$ cat config.mk
export PLATFORM = sky130hd
export DESIGN_NAME = fedrc_top
export DESIGN_NICKNAME = d
export VERILOG_FILES = /design/src/fedrc_pkg.sv /design/src/fedrc_top.sv
export SDC_FILE = /design/constraint.sdc
export NUM_CORES = 1
export LEC_CHECK = 0
export ABC_AREA = 1
export BUFFER_PORTS_ARGS = -buffer_cell sky130_fd_sc_hd__clkbuf_2
export CORE_AREA = 2 2 141 143
export CTS_CLUSTER_SIZE = 25
export DETAILED_ROUTE_END_ITERATION = 10
export DIE_AREA = 0 0 143 145
export GPL_ROUTABILITY_DRIVEN = 1
export GPL_TIMING_DRIVEN = 0
export PLACE_DENSITY = 0.56
export SETUP_SLACK_MARGIN = 0.05
export SYNTH_ARGS = -nofsm -noshare
export SYNTH_HDL_FRONTEND = slang
export SYNTH_SLANG_ARGS = --single-unit
$ cat constraint.sdc
create_clock -name clk -period 2.6 [get_ports clk]
set_input_delay 0.26 -clock clk [delete_from_list [all_inputs] [get_ports clk]]
set_output_delay 0.26 -clock clk [all_outputs]
set_load 0.01 [all_outputs]
$ cat src/fedrc_pkg.sv
package fedrc_pkg;

    // ******************************************
    // Register map and field layout
    // ******************************************
    localparam int ADDR_W = 8;
    localparam logic [ADDR_W-1:0] CTRL_OFS = 8'h00;
    localparam logic [ADDR_W-1:0] STAT_OFS = 8'h04;
    localparam logic [ADDR_W-1:0] CAUSE_OFS = 8'h08;

    // Control register bits
    localparam int C_INX_EN = 0;
    localparam int C_INV_EN = 1;
    localparam int C_RM_LO = 2;
    localparam int C_OVF_FL = 4;
    localparam int C_UNF_FL = 5;
    localparam int C_GLOB = 6;
    localparam logic [31:0] CTRL_MASK = 32'h0000_007f;
    localparam logic [31:0] CTRL_RST = 32'h0000_0000;

    // Status register bits, software keeps the invalid flag
    localparam int S_AINX = 0;
    localparam int S_AINV = 1;
    localparam logic [31:0] STAT_MASK = 32'h0000_0003;
    localparam logic [31:0] STAT_RST = 32'h0000_0000;

    // Cause register bits
    localparam int K_IOV = 0;
    localparam int K_INX = 1;
    localparam int K_DVZ = 2;
    localparam int K_UNF = 3;
    localparam int K_OVF = 4;
    localparam int K_ROP = 5;
    localparam int K_PRV = 6;
    localparam int K_UNI = 7;
    localparam logic [7:0] CAUSE_RST = 8'h00;
    localparam logic [7:0] CAUSE_UNI_ONLY = 8'h80;

    localparam logic [1:0] RESP_OKAY = 2'b00;
    localparam logic [1:0] RESP_SLVERR = 2'b10;

    // ******************************************
    // Extended operand layout and result patterns
    // ******************************************
    localparam int SIGN_BIT = 79;
    localparam int EXP_HI = 78;
    localparam int EXP_LO = 64;
    localparam int LEAD_BIT = 63;
    localparam int FRAC_HI = 62;
    localparam logic [14:0] EXP_ONES = 15'h7fff;
    localparam logic [14:0] EXP_ZERO = 15'h0000;
    localparam logic [62:0] FRAC_ZERO = 63'h0;
    localparam logic [62:0] QNAN_FRAC = 63'h6000_0000_0000_0000;
    localparam logic [78:0] MAG_ZERO = 79'h0;
    localparam logic [47:0] INT_PAD = 48'h0;
    localparam logic [31:0] INT_POS_LARGE = 32'h7fff_ffff;
    localparam logic [31:0] INT_NEG_LARGE = 32'h8000_0000;
    localparam logic [31:0] INT_ZERO = 32'h0000_0000;
    localparam logic [31:0] CMP_UNORD = 32'h0003_fe00;
    localparam logic [79:0] VAL_ZERO = 80'h0;

    localparam logic [1:0] RM_NEAR = 2'b00;
    localparam logic [1:0] RM_ZERO = 2'b01;

    typedef enum logic [3:0] {
        OP_ADD, OP_SUB, OP_MUL, OP_DIV, OP_CVT, OP_CMP, OP_CMPU,
        OP_FLT, OP_INT, OP_NINT, OP_TRNC, OP_SQRT
    } fedrc_op_t;

    typedef enum logic [2:0] {
        CL_ZERO, CL_NORM, CL_INF, CL_QNAN, CL_SNAN, CL_DEN, CL_UNN
    } fedrc_class_t;

    typedef enum logic [2:0] {
        DR_NONE, DR_QNAN, DR_ZERO, DR_INF, DR_BIGINT, DR_INTZERO, DR_UNORD
    } fedrc_def_t;

    typedef struct packed {
        logic valid;
        fedrc_op_t op;
        logic [79:0] srcA;
        logic [79:0] srcB;
        logic resSign;
        logic overflow;
        logic underflow;
        logic inexact;
        logic intRange;
        logic privViol;
    } fedrc_req_t;

    typedef struct packed {
        logic valid;
        logic trap;
        logic [7:0] cause;
        fedrc_def_t kind;
        logic [79:0] value;
        logic [1:0] roundMode;
    } fedrc_resp_t;

endpackage : fedrc_pkg

$ cat src/fedrc_top.sv
// Notes on behaviour
// RULE1 - Infinite operands in valid operations give IEEE results with no exception.
// RULE2 - Infinity operands set reserved-operand only for IEEE-invalid operations.
// RULE3 - A newly created infinite result raises the overflow cause and trap.
// RULE4 - Inexact with trap disabled sets accumulated inexact, no trap.
// RULE5 - Inexact with trap enabled sets cause and accumulated flag, then traps.
// RULE6 - Integer conversion overflow only when value misses signed 32-bit range.
// RULE7 - Unnormalized extended source sets reserved-operand cause and traps.
// RULE8 - Control register holds overflow, underflow and global default-result bits.
// RULE9 - Covered conditions give default results; others trap with causes recorded.
// RULE10 - Privilege violation and unimplemented opcode always trap.
// RULE11 - Only the inexact trap enable influences the trap decision.
// RULE12 - Overflow flush replaces overflow with correctly signed infinity.
// RULE13 - Underflow flush replaces underflow with signed zero, never denormal.
// RULE14 - Suppressed conditions write an operation-dependent default to destination.
// RULE15 - Multiply/divide default sign is sign xor; conversion keeps source sign.
// RULE16 - Add/subtract defaults are signed correctly, but quiet NaNs are positive.
// RULE17 - The only NaN produced is the universal quiet NaN pattern.
// RULE18 - Default mode uses configured rounding; overflow rounds nearest; ops choose.
// RULE19 - Global mode ordered compare on odd operands yields unordered, no trap.
// RULE20 - Unordered compare on odd operands sets reserved-operand cause and traps.
// RULE21 - Global mode denormal source gives quiet NaN, or zero for integers.
// RULE22 - Extended zero exponent with leading one counts as denormalized.
// RULE23 - Accumulated flags under default-result mode are undefined.
// RULE24 - With unimplemented cause set, other causes are undefined.
// RULE25 - Cause register updates in the same cycle the trap is signalled.
`timescale 1ns/1ps
module fedrc_top import fedrc_pkg::*; (
    input wire logic clk,
    input wire logic reset,
    input wire logic [ADDR_W-1:0] awaddr,
    input wire logic awvalid,
    output logic awready,
    input wire logic [31:0] wdata,
    input wire logic [3:0] wstrb,
    input wire logic wvalid,
    output logic wready,
    output logic [1:0] bresp,
    output logic bvalid,
    input wire logic bready,
    input wire logic [ADDR_W-1:0] araddr,
    input wire logic arvalid,
    output logic arready,
    output logic [31:0] rdata,
    output logic [1:0] rresp,
    output logic rvalid,
    input wire logic rready,
    input wire fedrc_req_t opReq,
    output fedrc_resp_t opResp
);

    // ******************************************
    // Helper functions
    // ******************************************

    // Rule-of-thumb classifier for an extended operand
    function automatic fedrc_class_t classify(input logic [79:0] v);
        logic [14:0] e;
        logic l;
        logic [62:0] f;
        e = v[EXP_HI:EXP_LO];
        l = v[LEAD_BIT];
        f = v[FRAC_HI:0];
        if (e == EXP_ZERO) begin
            // Zero exponent with leading one is denormal, see RULE22
            classify = (l || f != FRAC_ZERO) ? CL_DEN : CL_ZERO;
        end else if (e == EXP_ONES) begin
            if (f == FRAC_ZERO) begin
                classify = CL_INF;
            end else begin
                classify = f[FRAC_HI] ? CL_QNAN : CL_SNAN;
            end
        end else begin
            classify = l ? CL_NORM : CL_UNN;
        end
    endfunction : classify

    // NaN, denormal or unnormal
    function automatic logic isOdd(input fedrc_class_t c);
        isOdd = (c == CL_QNAN) || (c == CL_SNAN) || (c == CL_DEN) || (c == CL_UNN);
    endfunction : isOdd

    function automatic logic [31:0] mergeStrb(
        input logic [31:0] old,
        input logic [31:0] nw,
        input logic [3:0] strb
    );
        mergeStrb = old;
        for (int i = 0; i < 4; i++) begin
            if (strb[i]) begin
                mergeStrb[i*8 +: 8] = nw[i*8 +: 8];
            end
        end
    endfunction : mergeStrb

    function automatic logic isMapped(input logic [ADDR_W-1:0] a);
        isMapped = (a == CTRL_OFS) || (a == STAT_OFS) || (a == CAUSE_OFS);
    endfunction : isMapped

    // ******************************************
    // Register bus slave
    // ******************************************
    logic awHeld;
    logic wHeld;
    logic [ADDR_W-1:0] awAddr;
    logic [31:0] wData;
    logic [3:0] wStrb;
    logic [31:0] floatControlReg;
    logic [31:0] floatStatusReg;
    logic [7:0] floatExceptionCauseReg;

    // Address and data are taken in either order, one write at a time
    assign awready = !awHeld && !bvalid;
    assign wready = !wHeld && !bvalid;
    assign arready = !rvalid;

    wire awFire = awvalid && awready;
    wire wFire = wvalid && wready;
    wire arFire = arvalid && arready;
    wire doWrite = awHeld && wHeld;
    wire wrCtrl = doWrite && (awAddr == CTRL_OFS);
    wire wrStat = doWrite && (awAddr == STAT_OFS);
    wire wrCause = doWrite && (awAddr == CAUSE_OFS);

    // Read mux, unmapped addresses read zero
    wire [31:0] rdSel = (araddr == CTRL_OFS) ? floatControlReg :
                        (araddr == STAT_OFS) ? floatStatusReg :
                        (araddr == CAUSE_OFS) ? {24'h0, floatExceptionCauseReg} :
                        INT_ZERO;

    // Write channel capture
    always_ff @(posedge clk or posedge reset) begin
        if (reset) begin
            awHeld <= 1'b0;
            wHeld <= 1'b0;
            awAddr <= CTRL_OFS;
            wData <= INT_ZERO;
            wStrb <= 4'h0;
        end else begin
            awHeld <= awFire ? 1'b1 : (doWrite ? 1'b0 : awHeld);
            wHeld <= wFire ? 1'b1 : (doWrite ? 1'b0 : wHeld);
            if (awFire) begin
                awAddr <= awaddr;
            end
            if (wFire) begin
                wData <= wdata;
                wStrb <= wstrb;
            end
        end
    end

    // Responses stand until the master takes them
    always_ff @(posedge clk or posedge reset) begin
        if (reset) begin
            bvalid <= 1'b0;
            bresp <= RESP_OKAY;
            rvalid <= 1'b0;
            rresp <= RESP_OKAY;
            rdata <= INT_ZERO;
        end else begin
            if (doWrite) begin
                bvalid <= 1'b1;
                bresp <= isMapped(awAddr) ? RESP_OKAY : RESP_SLVERR;
            end else if (bready) begin
                bvalid <= 1'b0;
            end
            if (arFire) begin
                rvalid <= 1'b1;
                rdata <= rdSel;
                rresp <= isMapped(araddr) ? RESP_OKAY : RESP_SLVERR;
            end else if (rready) begin
                rvalid <= 1'b0;
            end
        end
    end

    // ******************************************
    // Operand classification
    // ******************************************
    wire fedrc_op_t op = opReq.op;
    wire fedrc_class_t clA = classify(opReq.srcA);
    wire fedrc_class_t clB = classify(opReq.srcB);
    wire sA = opReq.srcA[SIGN_BIT];
    wire sB = opReq.srcB[SIGN_BIT];

    wire isAddSub = (op == OP_ADD) || (op == OP_SUB);
    wire isMul = (op == OP_MUL);
    wire isDiv = (op == OP_DIV);
    wire isCvt = (op == OP_CVT);
    wire isCmp = (op == OP_CMP) || (op == OP_CMPU);
    wire isFlt = (op == OP_FLT);
    wire isToInt = (op == OP_INT) || (op == OP_NINT) || (op == OP_TRNC);
    wire twoSrc = isAddSub || isMul || isDiv || isCmp;
    wire arith = isAddSub || isMul || isDiv || isCvt;

    wire infA = twoSrc && (clA == CL_INF);
    wire infB = (clB == CL_INF);
    wire zeroA = (clA == CL_ZERO);
    wire zeroB = (clB == CL_ZERO);

    // Control fields
    wire inxEn = floatControlReg[C_INX_EN];
    wire ovfFlush = floatControlReg[C_OVF_FL];
    wire unfFlush = floatControlReg[C_UNF_FL];
    wire glob = floatControlReg[C_GLOB];
    wire [1:0] cfgRound = floatControlReg[C_RM_LO +: 2];

    // ******************************************
    // Condition detection
    // ******************************************

    // Infinities are legal except in the invalid forms, see RULE1 and RULE2
    wire effSub = sA ^ sB ^ (op == OP_SUB);
    wire invAdd = isAddSub && infA && infB && effSub;
    wire invMul = isMul && ((zeroA && infB) || (infA && zeroB));
    wire invDiv = isDiv && ((infA && infB) || (zeroA && zeroB));
    wire invalidOp = invAdd || invMul || invDiv;

    // Unnormal or other odd sources are reserved operands, see RULE7
    wire oddSrc = (twoSrc && isOdd(clA)) || (!isFlt && isOdd(clB));
    wire ropC = !isFlt && (oddSrc || invalidOp);

    // Overflow only for a new infinity, not one carried through, see RULE3
    wire ovfC = arith && opReq.overflow && !infA && !infB && !ropC;
    wire unfC = arith && opReq.underflow && !ropC;
    wire dvzC = isDiv && zeroB && (zeroA || clA == CL_NORM);
    wire inxC = (arith || isToInt || isFlt) && opReq.inexact && !ropC;
    wire iovC = isToInt && opReq.intRange && !ropC; // see RULE6
    wire uniC = (op > OP_TRNC);
    wire prvC = opReq.privViol;

    // ******************************************
    // Trap decision
    // ******************************************

    // Flush bits block the matching trap, see RULE8 and RULE9
    wire ovfBlk = ovfFlush || glob;
    wire unfBlk = unfFlush || glob;
    wire ropBlk = glob && (op != OP_CMPU); // see RULE19 and RULE20

    wire tOvf = ovfC && !ovfBlk;
    wire tUnf = unfC && !unfBlk;
    wire tRop = ropC && !ropBlk;
    wire tDvz = dvzC && !glob;
    wire tIov = iovC && !glob;
    // Invalid and other enables are never looked at, see RULE11
    wire tInx = inxC && inxEn && !glob; // see RULE5

    // Nothing masks these two, see RULE10
    wire hardTrap = uniC || prvC;
    wire trapNow = opReq.valid && (hardTrap || tOvf || tUnf || tRop || tDvz || tIov || tInx);

    // Unimplemented hides the rest, so clear them, see RULE24
    wire [7:0] rawCause = {uniC, prvC, tRop, tOvf, tUnf, tDvz, tInx, tIov};
    wire [7:0] causeNow = uniC ? CAUSE_UNI_ONLY : rawCause;

    // ******************************************
    // Default result selection
    // ******************************************
    wire srcNan = (clB == CL_QNAN) || (clB == CL_SNAN);
    wire fedrc_def_t kindNow =
        (!opReq.valid || trapNow) ? DR_NONE :
        (op == OP_CMP && ropC && glob) ? DR_UNORD : // see RULE19
        (ropC && glob && isToInt) ? (srcNan ? DR_BIGINT : DR_INTZERO) : // see RULE21
        (ropC && glob) ? DR_QNAN : // see RULE21
        (dvzC && glob) ? DR_INF :
        (iovC && glob) ? DR_BIGINT :
        (ovfC && ovfBlk) ? DR_INF : // see RULE12
        (unfC && unfBlk) ? DR_ZERO : // see RULE13
        DR_NONE;

    // Sign rules per operation class, see RULE15 and RULE16
    wire signNow = (isMul || isDiv) ? (sA ^ sB) :
                   (isToInt || isCvt) ? sB :
                   (kindNow == DR_QNAN) ? 1'b0 :
                   opReq.resSign;

    // Default value image for the destination, see RULE14
    wire [79:0] valueNow =
        (kindNow == DR_QNAN) ? {signNow, EXP_ONES, 1'b1, QNAN_FRAC} : // see RULE17
        (kindNow == DR_INF) ? {signNow, EXP_ONES, 1'b0, FRAC_ZERO} :
        (kindNow == DR_ZERO) ? {signNow, MAG_ZERO} :
        (kindNow == DR_BIGINT) ? {INT_PAD, signNow ? INT_NEG_LARGE : INT_POS_LARGE} :
        (kindNow == DR_UNORD) ? {INT_PAD, CMP_UNORD} :
        VAL_ZERO;

    // Overflow in a flush mode rounds nearest so the default is infinity
    wire [1:0] roundSel = (op == OP_NINT || (ovfC && ovfBlk)) ? RM_NEAR : // see RULE18
                          (op == OP_TRNC) ? RM_ZERO :
                          cfgRound;

    // ******************************************
    // Response and registers
    // ******************************************

    // Inexact reaches the accumulated flag unless a privilege or unimplemented trap is taken, see RULE4 and RULE5
    wire setAinx = opReq.valid && inxC && !hardTrap;
    wire [31:0] statWr = wrStat ? mergeStrb(floatStatusReg, wData, wStrb) : floatStatusReg;
    // Hardware set wins over a software clear; flag not kept exact, see RULE23
    wire [31:0] next_status = (statWr & STAT_MASK) | (setAinx ? 32'h1 << S_AINX : INT_ZERO);
    wire [31:0] next_ctrl = wrCtrl ? (mergeStrb(floatControlReg, wData, wStrb) & CTRL_MASK)
                                   : floatControlReg;
    wire [31:0] causeWr = mergeStrb({24'h0, floatExceptionCauseReg}, wData, wStrb);
    wire [7:0] next_cause = trapNow ? causeNow : // see RULE25
                            wrCause ? causeWr[7:0] : floatExceptionCauseReg;

    // Register file
    always_ff @(posedge clk or posedge reset) begin
        if (reset) begin
            floatControlReg <= CTRL_RST;
            floatStatusReg <= STAT_RST;
            floatExceptionCauseReg <= CAUSE_RST;
        end else begin
            floatControlReg <= next_ctrl;
            floatStatusReg <= next_status;
            floatExceptionCauseReg <= next_cause;
        end
    end

    // Response one cycle after the request
    always_ff @(posedge clk or posedge reset) begin
        if (reset) begin
            opResp <= '0;
        end else begin
            opResp.valid <= opReq.valid;
            opResp.trap <= trapNow;
            opResp.cause <= trapNow ? causeNow : CAUSE_RST;
            opResp.kind <= kindNow;
            opResp.value <= valueNow;
            opResp.roundMode <= roundSel;
        end
    end
endmodule : fedrc_top

==> summary.txt, run 1 <==
Die
  – Starting Density: 25.8%
  – Die extent in x: between 100 and 150 µm
  – Core Region: 0.0192 mm²
  – Die area: just over 0.02 mm²
  – Die H: approximately 150 µm
  – I/O Pins: roughly 370
  – Site row count: just over 50

Synth
  – Dominant cell type by area after synthesis: dfrtp_1
  – Synth top cells by count: 175 x nor2_1, 158 x nand2_1, 101 x buf_4, 73 x inv_1, 69 x dfrtp_1
  – Register area share after synthesis: between 30% and 40%
  – Area contributors post-synth: dfrtp_1 35%, buf_4 15%, nor2_1 13%, nand2_1 12%, inv_1 5.5%
  – Post-synth EDFFs: 0
  – Synth Register Bits: slightly below 70
  – Top-count cell post-synth: nor2_1
  – Post-Syn Area: 0.00495 mm²
  – Synthesis warning total: 0
  – Post-Synthesis Cells: about 730
  – Top FF cell, synth: dfrtp_1
  – Count of different cell masters after synthesis: 38
  – Synth top area share: between 30% and 40%
  – Average size of a mapped cell: about 6.8 µm²
  – Async S/R FF share, synth: 100%

STA
  – Slew Limit Fails: 0
  – Hold Vio Cnt, Final: 0
  – Post-layout min period: around 2.5 ns
  – Worst slew margin: between 10% and 20%
  – Fmax: 400 MHz
  – Slew @ Worst Pin: around 1.2 ns
  – Final setup viols: 0
  – Period utilisation layout: a little over nine tenths
  – Unrepaired setup endpoints after global routing: yes
  – Worst Skew: between 0.003 and 0.004 ns
  – Final worst setup slack: slightly below 0.1 ns

Global route
  – Initial antenna violation count: 0
  – Total grt overflow: 0
  – Largest net degree at the start of global routing: 70
  – GR Util All Layers: between 10 and 15%
  – Global-route wire length before repair: 23300 µm
  – Number of global-route vias before repair: roughly 5000

Clocking
  – Clock Latency Late Sink: 0.33 ns
  – Clock sink total: 69
  – CTS tree: done
  – Clk root buf: clkbuf_16
  – Clock Pin Slew Worst Setup and Hold Paths: 0.06 ns
  – CTS Buffer Depth: 2
  – Hold buffer count at cts: 0
  – Num CTS Buffers: 9
  – H-tree Lvls: 3

Worst setup path
  – Critical path launch point: opReq[129]
  – R2R Path End: floatControlReg[0]
  – Worst path depth: 27
  – Worst reg2reg setup slack: approximately 0.71 ns
  – Reg2Reg Depth: 7
  – Crit path max-delay family: simple AND/OR/NAND/NOR gates
  – Critical Path Fanout Max: 7
  – Crit Path Class: in2reg
  – Slowest CP cell: nand2_4
  – Crit-path most repeated cell: nand2_1
  – Critical Path End Type: register
  – CP Capture Point: opResp[19]
  – Worst r2r src: awAddr[6]
  – Crit start category: primary input
  – WP data arrival: 2.73 ns
  – Buffer and inverter count on the worst path: 3
  – CP required: between 2 and 3 ns
  – Crit-path max cell delay: approximately 0.18 ns

Final layout
  – Final #Nets: 1312
  – Area Overhead vs Synth: 52.9%
  – Multi-input combinational cell area: approximately 0.0026 mm²
  – Register area: between 0.0015 and 0.002 mm²
  – Share of layout cells above drive strength 1: between 40% and 50%
  – Fill cells: around 2100
  – Ant diodes: 0

Pwr
  – Pwr dens: roughly 490 mW/mm²
  – Pleak: about 4.3 nW
  – Final Power: between 3 and 4 mW
  – Max VDD drop: approximately 0.38 mV

Drt
  – DRT antenna net count: 0
  – DR WL/cell: 11.2 µm
  – DRT Pass-1 Iters: 4
  – Vias: approximately 5300
  – Via density: around 4
  – Drt drc: 0
  – Final WL: 15200 µm
  – Initial DRC Count: approximately 160

Placement
  – HPWL Detailed: between 10000 and 15000 µm
  – Place WS: -0.259 ns
  – IO buf count: approximately 280
  – Routability cong.: ~0.78

Outcome
  – Status: finished, final reports clean

Run
  – MaxCap Viol Count: 0

Worst hold path
  – Min-delay worst type: in2async
==> registers in the layout, indices dropped and copies added, names as in the netlist <==
register / flops
wHeld: 1
floatControlReg: 7
bvalid: 1
rvalid: 1
bresp: 1
awAddr: 8
opResp: 21
awHeld: 1
wStrb: 1
wData: 8
floatStatusReg: 2
rresp: 1
floatExceptionCauseReg: 8
rdata: 8
==> power by group <==
part | leakage, nW | switching (mW) | total [mW] | internal [mW]
sequential | 0.875 | 0.143 | 1.45 | 1.31
combinational | 3.28 | 0.560 | 1.03 | 0.474
clock | 0.145 | 0.447 | 1.21 | 0.765
==> timing repair <==
item / CTS / global route
setup endpoints to repair: 0 / 18
gates resized for setup: 0 / 85
buffers inserted: 0 / 8
==> per-layer routing <==
layer	up-vias	GRT usage (%)	part of all wire [%]
li1	2828	-	-
met1	2234	17.6	44
met2	184	24.2	48
met3	18	3.17	6.4
met4	0	3.66	1.5
met5	-	0	0
==> metrics by stage <==
stage	hold slack, ns	utilization (%)	instances	instance area [µm²]	TNS (ns)
global route	0.134	39.4	1351	7570	-1.25
global placement	0.437	36.0	1328	6910	-22.75
floorplan	0.291	-	780	5160	0
finish	0.0941	39.4	1351	7570	0
detailed placement	0.443	36.0	1328	6910	-3.12
CTS	0.0985	37.5	1343	7210	0
==> final cells by class <==
class / count / share of cell area, %
inverters: 76 / 3.80
multi-input cells: 529 / 34.9
flip-flops and latches: 69 / 22.8
repair buffers: 291 / 19.7
plain buffers: 106 / 10.6
clock buffers: 10 / 3.16
clock inverters: 5 / 0.793
well taps: 265 / 4.38
==> cells by family after synthesis <==
kind of cell	after synthesis	synth area share [%]
AND/OR/NAND/NOR	392	33.1
other	1	0.0757
multiplexers	10	2.25
AO/OA/AOI/OAI	70	7.73
XOR/XNOR	2	0.354
buffers and inverters	182	21.6
flip-flops	69	34.8
==> placed cells by master (no fill, tap or decap), types with 4 or more instances in the layout <==
master     count
nand4_1        9
nor4_1         5
clkbuf_16      9
nand3_2        6
a21oi_2        8
nor2_4        13
a21oi_1       25
o21ai_0       17
inv_1         66
clkbuf_2     281
mux2_2         9
conb_1        55
nand2_1      140
buf_4        108
o21ai_1        9
nand2_2       18
dfrtp_1       69
buf_6          4
nor2_1       158
nand2_4        6
inv_2          9
nand3_1       10
nor2_2        15
==> worst min path at each step <==
| stage | end | slack [ns] | startpoint | depth (start not counted) |
|---|---|---|---|---|
| global placement | opResp[94] | 0.44 | opReq[170] | 1 |
| detailed placement | opResp[94] | 0.44 | opReq[170] | 1 |
| global route | bvalid | 0.13 | bready | 2 |
| floorplan | opResp[94] | 0.29 | opReq[170] | 0 |
| CTS | opResp[94] | 0.1 | opReq[170] | 1 |
| finish | opResp[86] | 0.09 | reset | 2 |
No activity file was read; power rests on OpenSTA's default activity.
==> inputs of run 2 (changes only) <==
- CORE_AREA: 2 2 141 143 -> 2 2 143 145
- DIE_AREA: 0 0 143 145 -> 0 0 145 147
- PLACE_DENSITY: 0.56 -> 0.55
==> summary.txt, run 2 (same netlist as run 1, synthesis figures left out) <==
Global route
  – GR Util All Layers: 14.1% (+0.093 points)
  – Largest net degree at the start of global routing: 70 (unchanged)
  – Global-route wire length before repair: 24100 µm (+3.4%)
  – Initial antenna violation count: 0 (unchanged)
  – Total grt overflow: 0 (unchanged)
  – Number of global-route vias before repair: 4883 (-0.53%)

STA
  – Final setup viols: 0 (unchanged)
  – Fmax: 405 MHz (+1.3%)
  – Min Hold Slack: 0.0818 ns (-0.0123 ns)
  – Hold Vio Cnt, Final: 0 (unchanged)
  – Worst slew margin: 19.5% (+0.56 points)
  – Unrepaired setup endpoints after global routing: yes
  – Slew @ Worst Pin: 1.20 ns (-0.00826 ns)
  – Post-layout min period: 2.47 ns (-0.0328 ns)
  – Slew Limit Fails: 0 (unchanged)
  – Worst Skew: 0.0116 ns (+0.00787 ns)
  – Period utilisation layout: 95.0% (-1.3 points)

Clocking
  – Num CTS Buffers: 9 (unchanged)
  – Clk root buf: clkbuf_16
  – CTS tree: done
  – CTS Buffer Depth: 2 (unchanged)
  – H-tree Lvls: 3 (unchanged)
  – Clock sink total: 69 (unchanged)
  – Clock Latency Late Sink: 0.34 ns (about the same)
  – Clock Pin Slew Worst Setup and Hold Paths: 0.06 ns (about the same)

Worst setup path
  – Crit Path Class: in2reg
  – Crit path max-delay family: simple AND/OR/NAND/NOR gates
  – CP required: 2.83 ns (about the same)
  – Worst r2r src: awAddr[6]
  – Crit-path max cell delay: 0.15 ns (-0.03 ns)
  – R2R Path End: floatControlReg[5]
  – Worst reg2reg setup slack: 0.71 ns (about the same)
  – WP data arrival: 2.70 ns (-0.03 ns)
  – Slowest CP cell: nor2_4
  – Buffer and inverter count on the worst path: 3 (unchanged)
  – Critical Path End Type: register
  – Crit start category: primary input
  – Reg2Reg Depth: 6 (-1)
  – Critical Path Fanout Max: 7 (unchanged)
  – CP Capture Point: opResp[19]
  – Crit-path most repeated cell: nand2_2
  – Worst path depth: 27 (unchanged)
  – Critical path launch point: opReq[129]

Placement
  – IO buf count: 283 (unchanged)
  – HPWL Detailed: 13300 µm (+2.9%)
  – Routability cong.: 0.759 (-2.6%)

Drt
  – DRT Pass-1 Iters: 4 (unchanged)
  – DRT antenna net count: 0 (unchanged)
  – Initial DRC Count: 176 (+12%)
  – Final WL: 15600 µm (+2.9%)
  – Vias: 5308 (+0.84%)
  – DR WL/cell: 11.5 µm (+2.3%)
  – Via density: 3.91 (+0.24%)
  – Drt drc: 0 (unchanged)

Pwr
  – Max VDD drop: 0.334 mV (-11%)
  – Pleak: 4.36 nW (+1.4%)
  – Pwr dens: 489 mW/mm² (+0.16%)

Final layout
  – Final #Nets: 1314 (+0.15%)
  – Share of layout cells above drive strength 1: 47.3% (+0.79 points)
  – Fill cells: 2068 (+0.39%)
  – Ant diodes: 0 (unchanged)
  – Largest register FFs: 21 (unchanged)
  – Area Overhead vs Synth: 56.1%
  – Most frequent cells in the layout: 275 x clkbuf_2, 156 x nor2_1, 135 x nand2_1
  – Final core occ: 39.0% (-0.46 points)
  – Largest Register: opResp
  – Commonest non-fill, non-tap cell in the layout: clkbuf_2

Run
  – MaxCap Viol Count: 0 (unchanged)

Die
  – Die extent in x: 145 µm (+1.4%)
  – Die H: 147 µm (+1.4%)
  – Site row count: 52 (+2.0%)
  – I/O Pins: 366 (unchanged)
  – Core Region: 0.0198 mm² (+3.3%)
  – Starting Density: 25.0% (-0.83 points)
  – Die area: 0.0213 mm² (+2.8%)

Outcome
  – Status: finished, final reports clean

Worst hold path
  – Min-delay worst type: in2async
-- run 2: through the flow --
stage          setup WS, ns  power (mW)  setup TNS, ns  cell area [µm²]  cells
2_1_floorplan         0.237        2.06              0             5160    780
4_1_cts              0.0713        3.73              0             7220   1349
3_5_place_dp         -0.284        2.46          -2.94             6910   1333
5_1_grt              -0.127        4.03         -0.576             7730   1359
3_3_place_gp         -0.318        2.44         -24.26             6910   1333
6_report              0.131        3.78              0             7730   1359
-- run 2: worst min path at each step --
stage / cells after the start / startpoint / slack, ns / endpoint
final: 2 / reset / 0.08 / opResp[85]
after global routing: 2 / rready / 0.13 / rvalid
after CTS: 2 / rready / 0.11 / rvalid
after detailed placement: 2 / rready / 0.46 / rvalid
after global placement: 2 / bready / 0.45 / bvalid
after floorplan: 0 / opReq[170] / 0.29 / opResp[94]
-- run 2: metal layers --
metal  GRT usage (%)  up-vias  part of all wire [%]
li1                -     2832                     -
met1            17.5     2259                    42
met2            23.3      193                    47
met3            4.47       24                   8.5
met4            5.10        0                   2.6
met5               0        -                     0
-- run 2: area by class of cell --
type	instances	area (µm²)	share of cell area [%]
multi-input combinational	529	2730	35.4
sequential	69	1730	22.3
timing repair buffer	293	1540	19.9
buffer	106	800	10.3
tap	270	338	4.37
inverter	76	290	3.75
clock buffer	9	225	2.91
clock inverter	7	77.6	1.00
-- run 2: where the power goes --
group / leakage (nW) / total [mW] / internal, mW / switching (mW)
Clock: 0.147 / 1.26 / 0.754 / 0.504
Sequential: 0.875 / 1.46 / 1.31 / 0.153
Combinational: 3.33 / 1.06 / 0.489 / 0.575
Total: 4.36 / 3.78 / 2.55 / 1.23
-- run 2: what timing repair did --
item | in CTS | in global routing
hold endpoints to repair | 0 | 0
hold buffers | 0 | 0
endpoints found under the setup margin | 0 | 18
setup buffers | 0 | 10
gates resized for setup | 0 | 112
==> inputs of run 3 (changes only) <==
- GPL_TIMING_DRIVEN: 0 -> default
- RECOVER_POWER: default -> 100
==> summary.txt, run 3 (same netlist as run 1, synthesis figures left out) <==
Outcome
  – Status: finished, final reports clean

Drt
  – Via density: 3.98 (+2.0%)
  – Vias: 5196 (-2.1%)
  – Drt drc: 0 (unchanged)
  – Initial DRC Count: 234 (+33%)
  – Final WL: 14800 µm (-5.2%)
  – DRT antenna net count: 0 (unchanged)
  – DRT Pass-1 Iters: 4 (unchanged)
  – DR WL/cell: 11.4 µm (-1.2%)

Worst setup path
  – Crit Path Class: in2reg
  – Crit-path max cell delay: 0.16 ns (about the same)
  – CP cell instances: clkbuf_2 -> nor2_1 -> nand2_1 -> nor2_1 -> nand2_1 -> nor2_4 -> nand2_2 -> a21oi_2 -> nand2_1 -> nor2_4 -> nand2_1 -> nand2_1 -> nand2_2 -> nand3_2 -> nand2_4 -> nand3_2 -> nand2_2 -> nor2_4 -> nand3_4 -> buf_4 -> o21ai_2 -> nor2_2 -> a21boi_1
  – Crit start category: primary input
  – Slowest CP cell: nor2_4
  – Crit-path most repeated cell: nand2_1
  – Critical Path End Type: register
  – WP data arrival: 2.71 ns (about the same)
  – Critical Path Fanout Max: 7 (unchanged)
  – CP required: 2.81 ns (-0.02 ns)

Final layout
  – Largest register FFs: 21 (unchanged)
  – Final instance area: 0.00704 mm² (-8.9%)
  – Final #Nets: 1258 (-4.3%)
  – Fill cells: 2187 (+5.8%)
  – Final core occ: 35.5% (-3.5 points)
  – Most frequent cells in the layout: 197 x clkbuf_2, 160 x nor2_1, 143 x nand2_1
  – Largest Register: opResp
  – Share of layout cells above drive strength 1: 34.9% (-12 points)
  – Area Overhead vs Synth: 42.1%
  – Commonest non-fill, non-tap cell in the layout: clkbuf_2
  – Layout Cells excl Fill: 1304 (-4.0%)

Global route
  – Initial antenna violation count: 1 (+1)
  – Total grt overflow: 0 (unchanged)
  – Global-route wire length before repair: 22900 µm (-5.1%)
  – GR Util All Layers: 13.4% (-0.74 points)
  – Largest net degree at the start of global routing: 31 (-56%)
  – Number of global-route vias before repair: 4709 (-3.6%)

Clocking
  – Clock Pin Slew Worst Setup and Hold Paths: 0.06 ns (about the same)
  – H-tree Lvls: 3 (unchanged)
  – CTS tree: done
  – Clock Latency Late Sink: 0.33 ns (about the same)
  – Clock sink total: 69 (unchanged)
  – Clk root buf: clkbuf_16
  – Num CTS Buffers: 9 (unchanged)
  – CTS Buffer Depth: 2 (unchanged)

STA
  – Fmax: 400 MHz (-1.3%)
  – Worst Skew: 0.00808 ns (-0.00356 ns)
  – Hold Vio Cnt, Final: 0 (unchanged)
  – Post-layout min period: 2.50 ns (+0.0336 ns)
  – Slew @ Worst Pin: 1.14 ns (-0.0607 ns)
  – Unrepaired setup endpoints after global routing: yes
  – Period utilisation layout: 96.3% (+1.3 points)
  – Final setup viols: 0 (unchanged)
  – Worst slew margin: 24.3% (+4.8 points)
  – Slew Limit Fails: 0 (unchanged)
  – Setup TNS: 0 ns (unchanged)

Pwr
  – Final Power: 3.56 mW (-5.8%)
  – Pleak: 3.70 nW (-15%)
  – Pwr dens: 506 mW/mm² (+3.4%)
  – Max VDD drop: 0.333 mV (-0.51%)

Worst hold path
  – Min-delay worst type: in2reg

Placement
  – IO buf count: 283 (unchanged)
  – Cell total after placement: 1280 (-4.0%)
  – HPWL Detailed: 12600 µm (-5.5%)
  – Placed cell area: 0.00652 mm² (-5.6%)
  – Routability cong.: 0.793 (+4.5%)

Die
  – Starting Density: 25.0% (unchanged)
  – Site row count: 52 (unchanged)
  – Die area: 0.0213 mm² (unchanged)
  – Core Region: 0.0198 mm² (unchanged)
  – Die H: 147 µm (unchanged)
  – I/O Pins: 366 (unchanged)
  – Die extent in x: 145 µm (unchanged)

Run
  – MaxCap Viol Count: 0 (unchanged)
-- run 3: layout make-up --
| type | count | area, µm² | share of cell area [%] |
|---|---|---|---|
| multi-input combinational | 529 | 2630 | 37.4 |
| timing repair buffer | 342 | 1770 | 25.1 |
| sequential | 69 | 1730 | 24.5 |
| tap | 270 | 338 | 4.80 |
| inverter | 76 | 288 | 4.09 |
| clock buffer | 10 | 229 | 3.25 |
| clock inverter | 6 | 47.5 | 0.675 |
| timing repair inverter | 1 | 7.51 | 0.107 |
| antenna | 1 | 2.50 | 0.0355 |
-- run 3: power breakdown --
group	switching (mW)	total [mW]	leakage (nW)	internal, mW
clock network	0.461	1.12	0.139	0.654
logic	0.551	0.982	2.68	0.431
registers	0.157	1.47	0.875	1.31
-- run 3: stage by stage --
stage	hold WS [ns]	worst slack [ns]
finish	0.110	0.0973
global placement	0.375	-0.224
detailed placement	0.383	-0.247
global route	0.120	-0.125
floorplan	0.291	0.237
CTS	0.0247	0.0957
-- run 3: what timing repair did --
action | CTS | global route
setup endpoints to repair | 0 | 19
resized for setup | 0 | 77
hold endpoints to repair | 0 | 0
hold buffers | 0 | 0
setup buffers | 0 | 6
-- run 3: final timing paths --
path | slack, ns | cells past startpoint | to | from
worst max-delay path | 0.1 | 23 | opResp[32] | opReq[19]
worst min-delay path | 0.11 | 2 | bvalid | bready
worst max register to register | 0.65 | 5 | floatControlReg[2] | awAddr[6]
worst min register to register | 0.48 | 2 | rresp[1] | rresp[1]
max in group asynchronous | 0.79 | 3 | floatControlReg[5] | reset
min in group asynchronous | 0.20 | 2 | wData[7] | reset
-- run 3: worst max-delay path, delay by kind of cell --
family | cells | cell delay, ns
buffers and inverters | 2 | 0.24
AOI/OAI and AO/OA | 3 | 0.44
and+or+nand+nor | 18 | 1.77
-- run 3: metal layers --
metal / vias up / routed length [µm] / GRT usage [%]
met3: 19 / 1080 / 3.32
met5: - / 0 / 0
met4: 0 / 275 / 3.61
met2: 200 / 7120 / 22.6
li1: 2721 / - / -
met1: 2256 / 6330 / 17.2
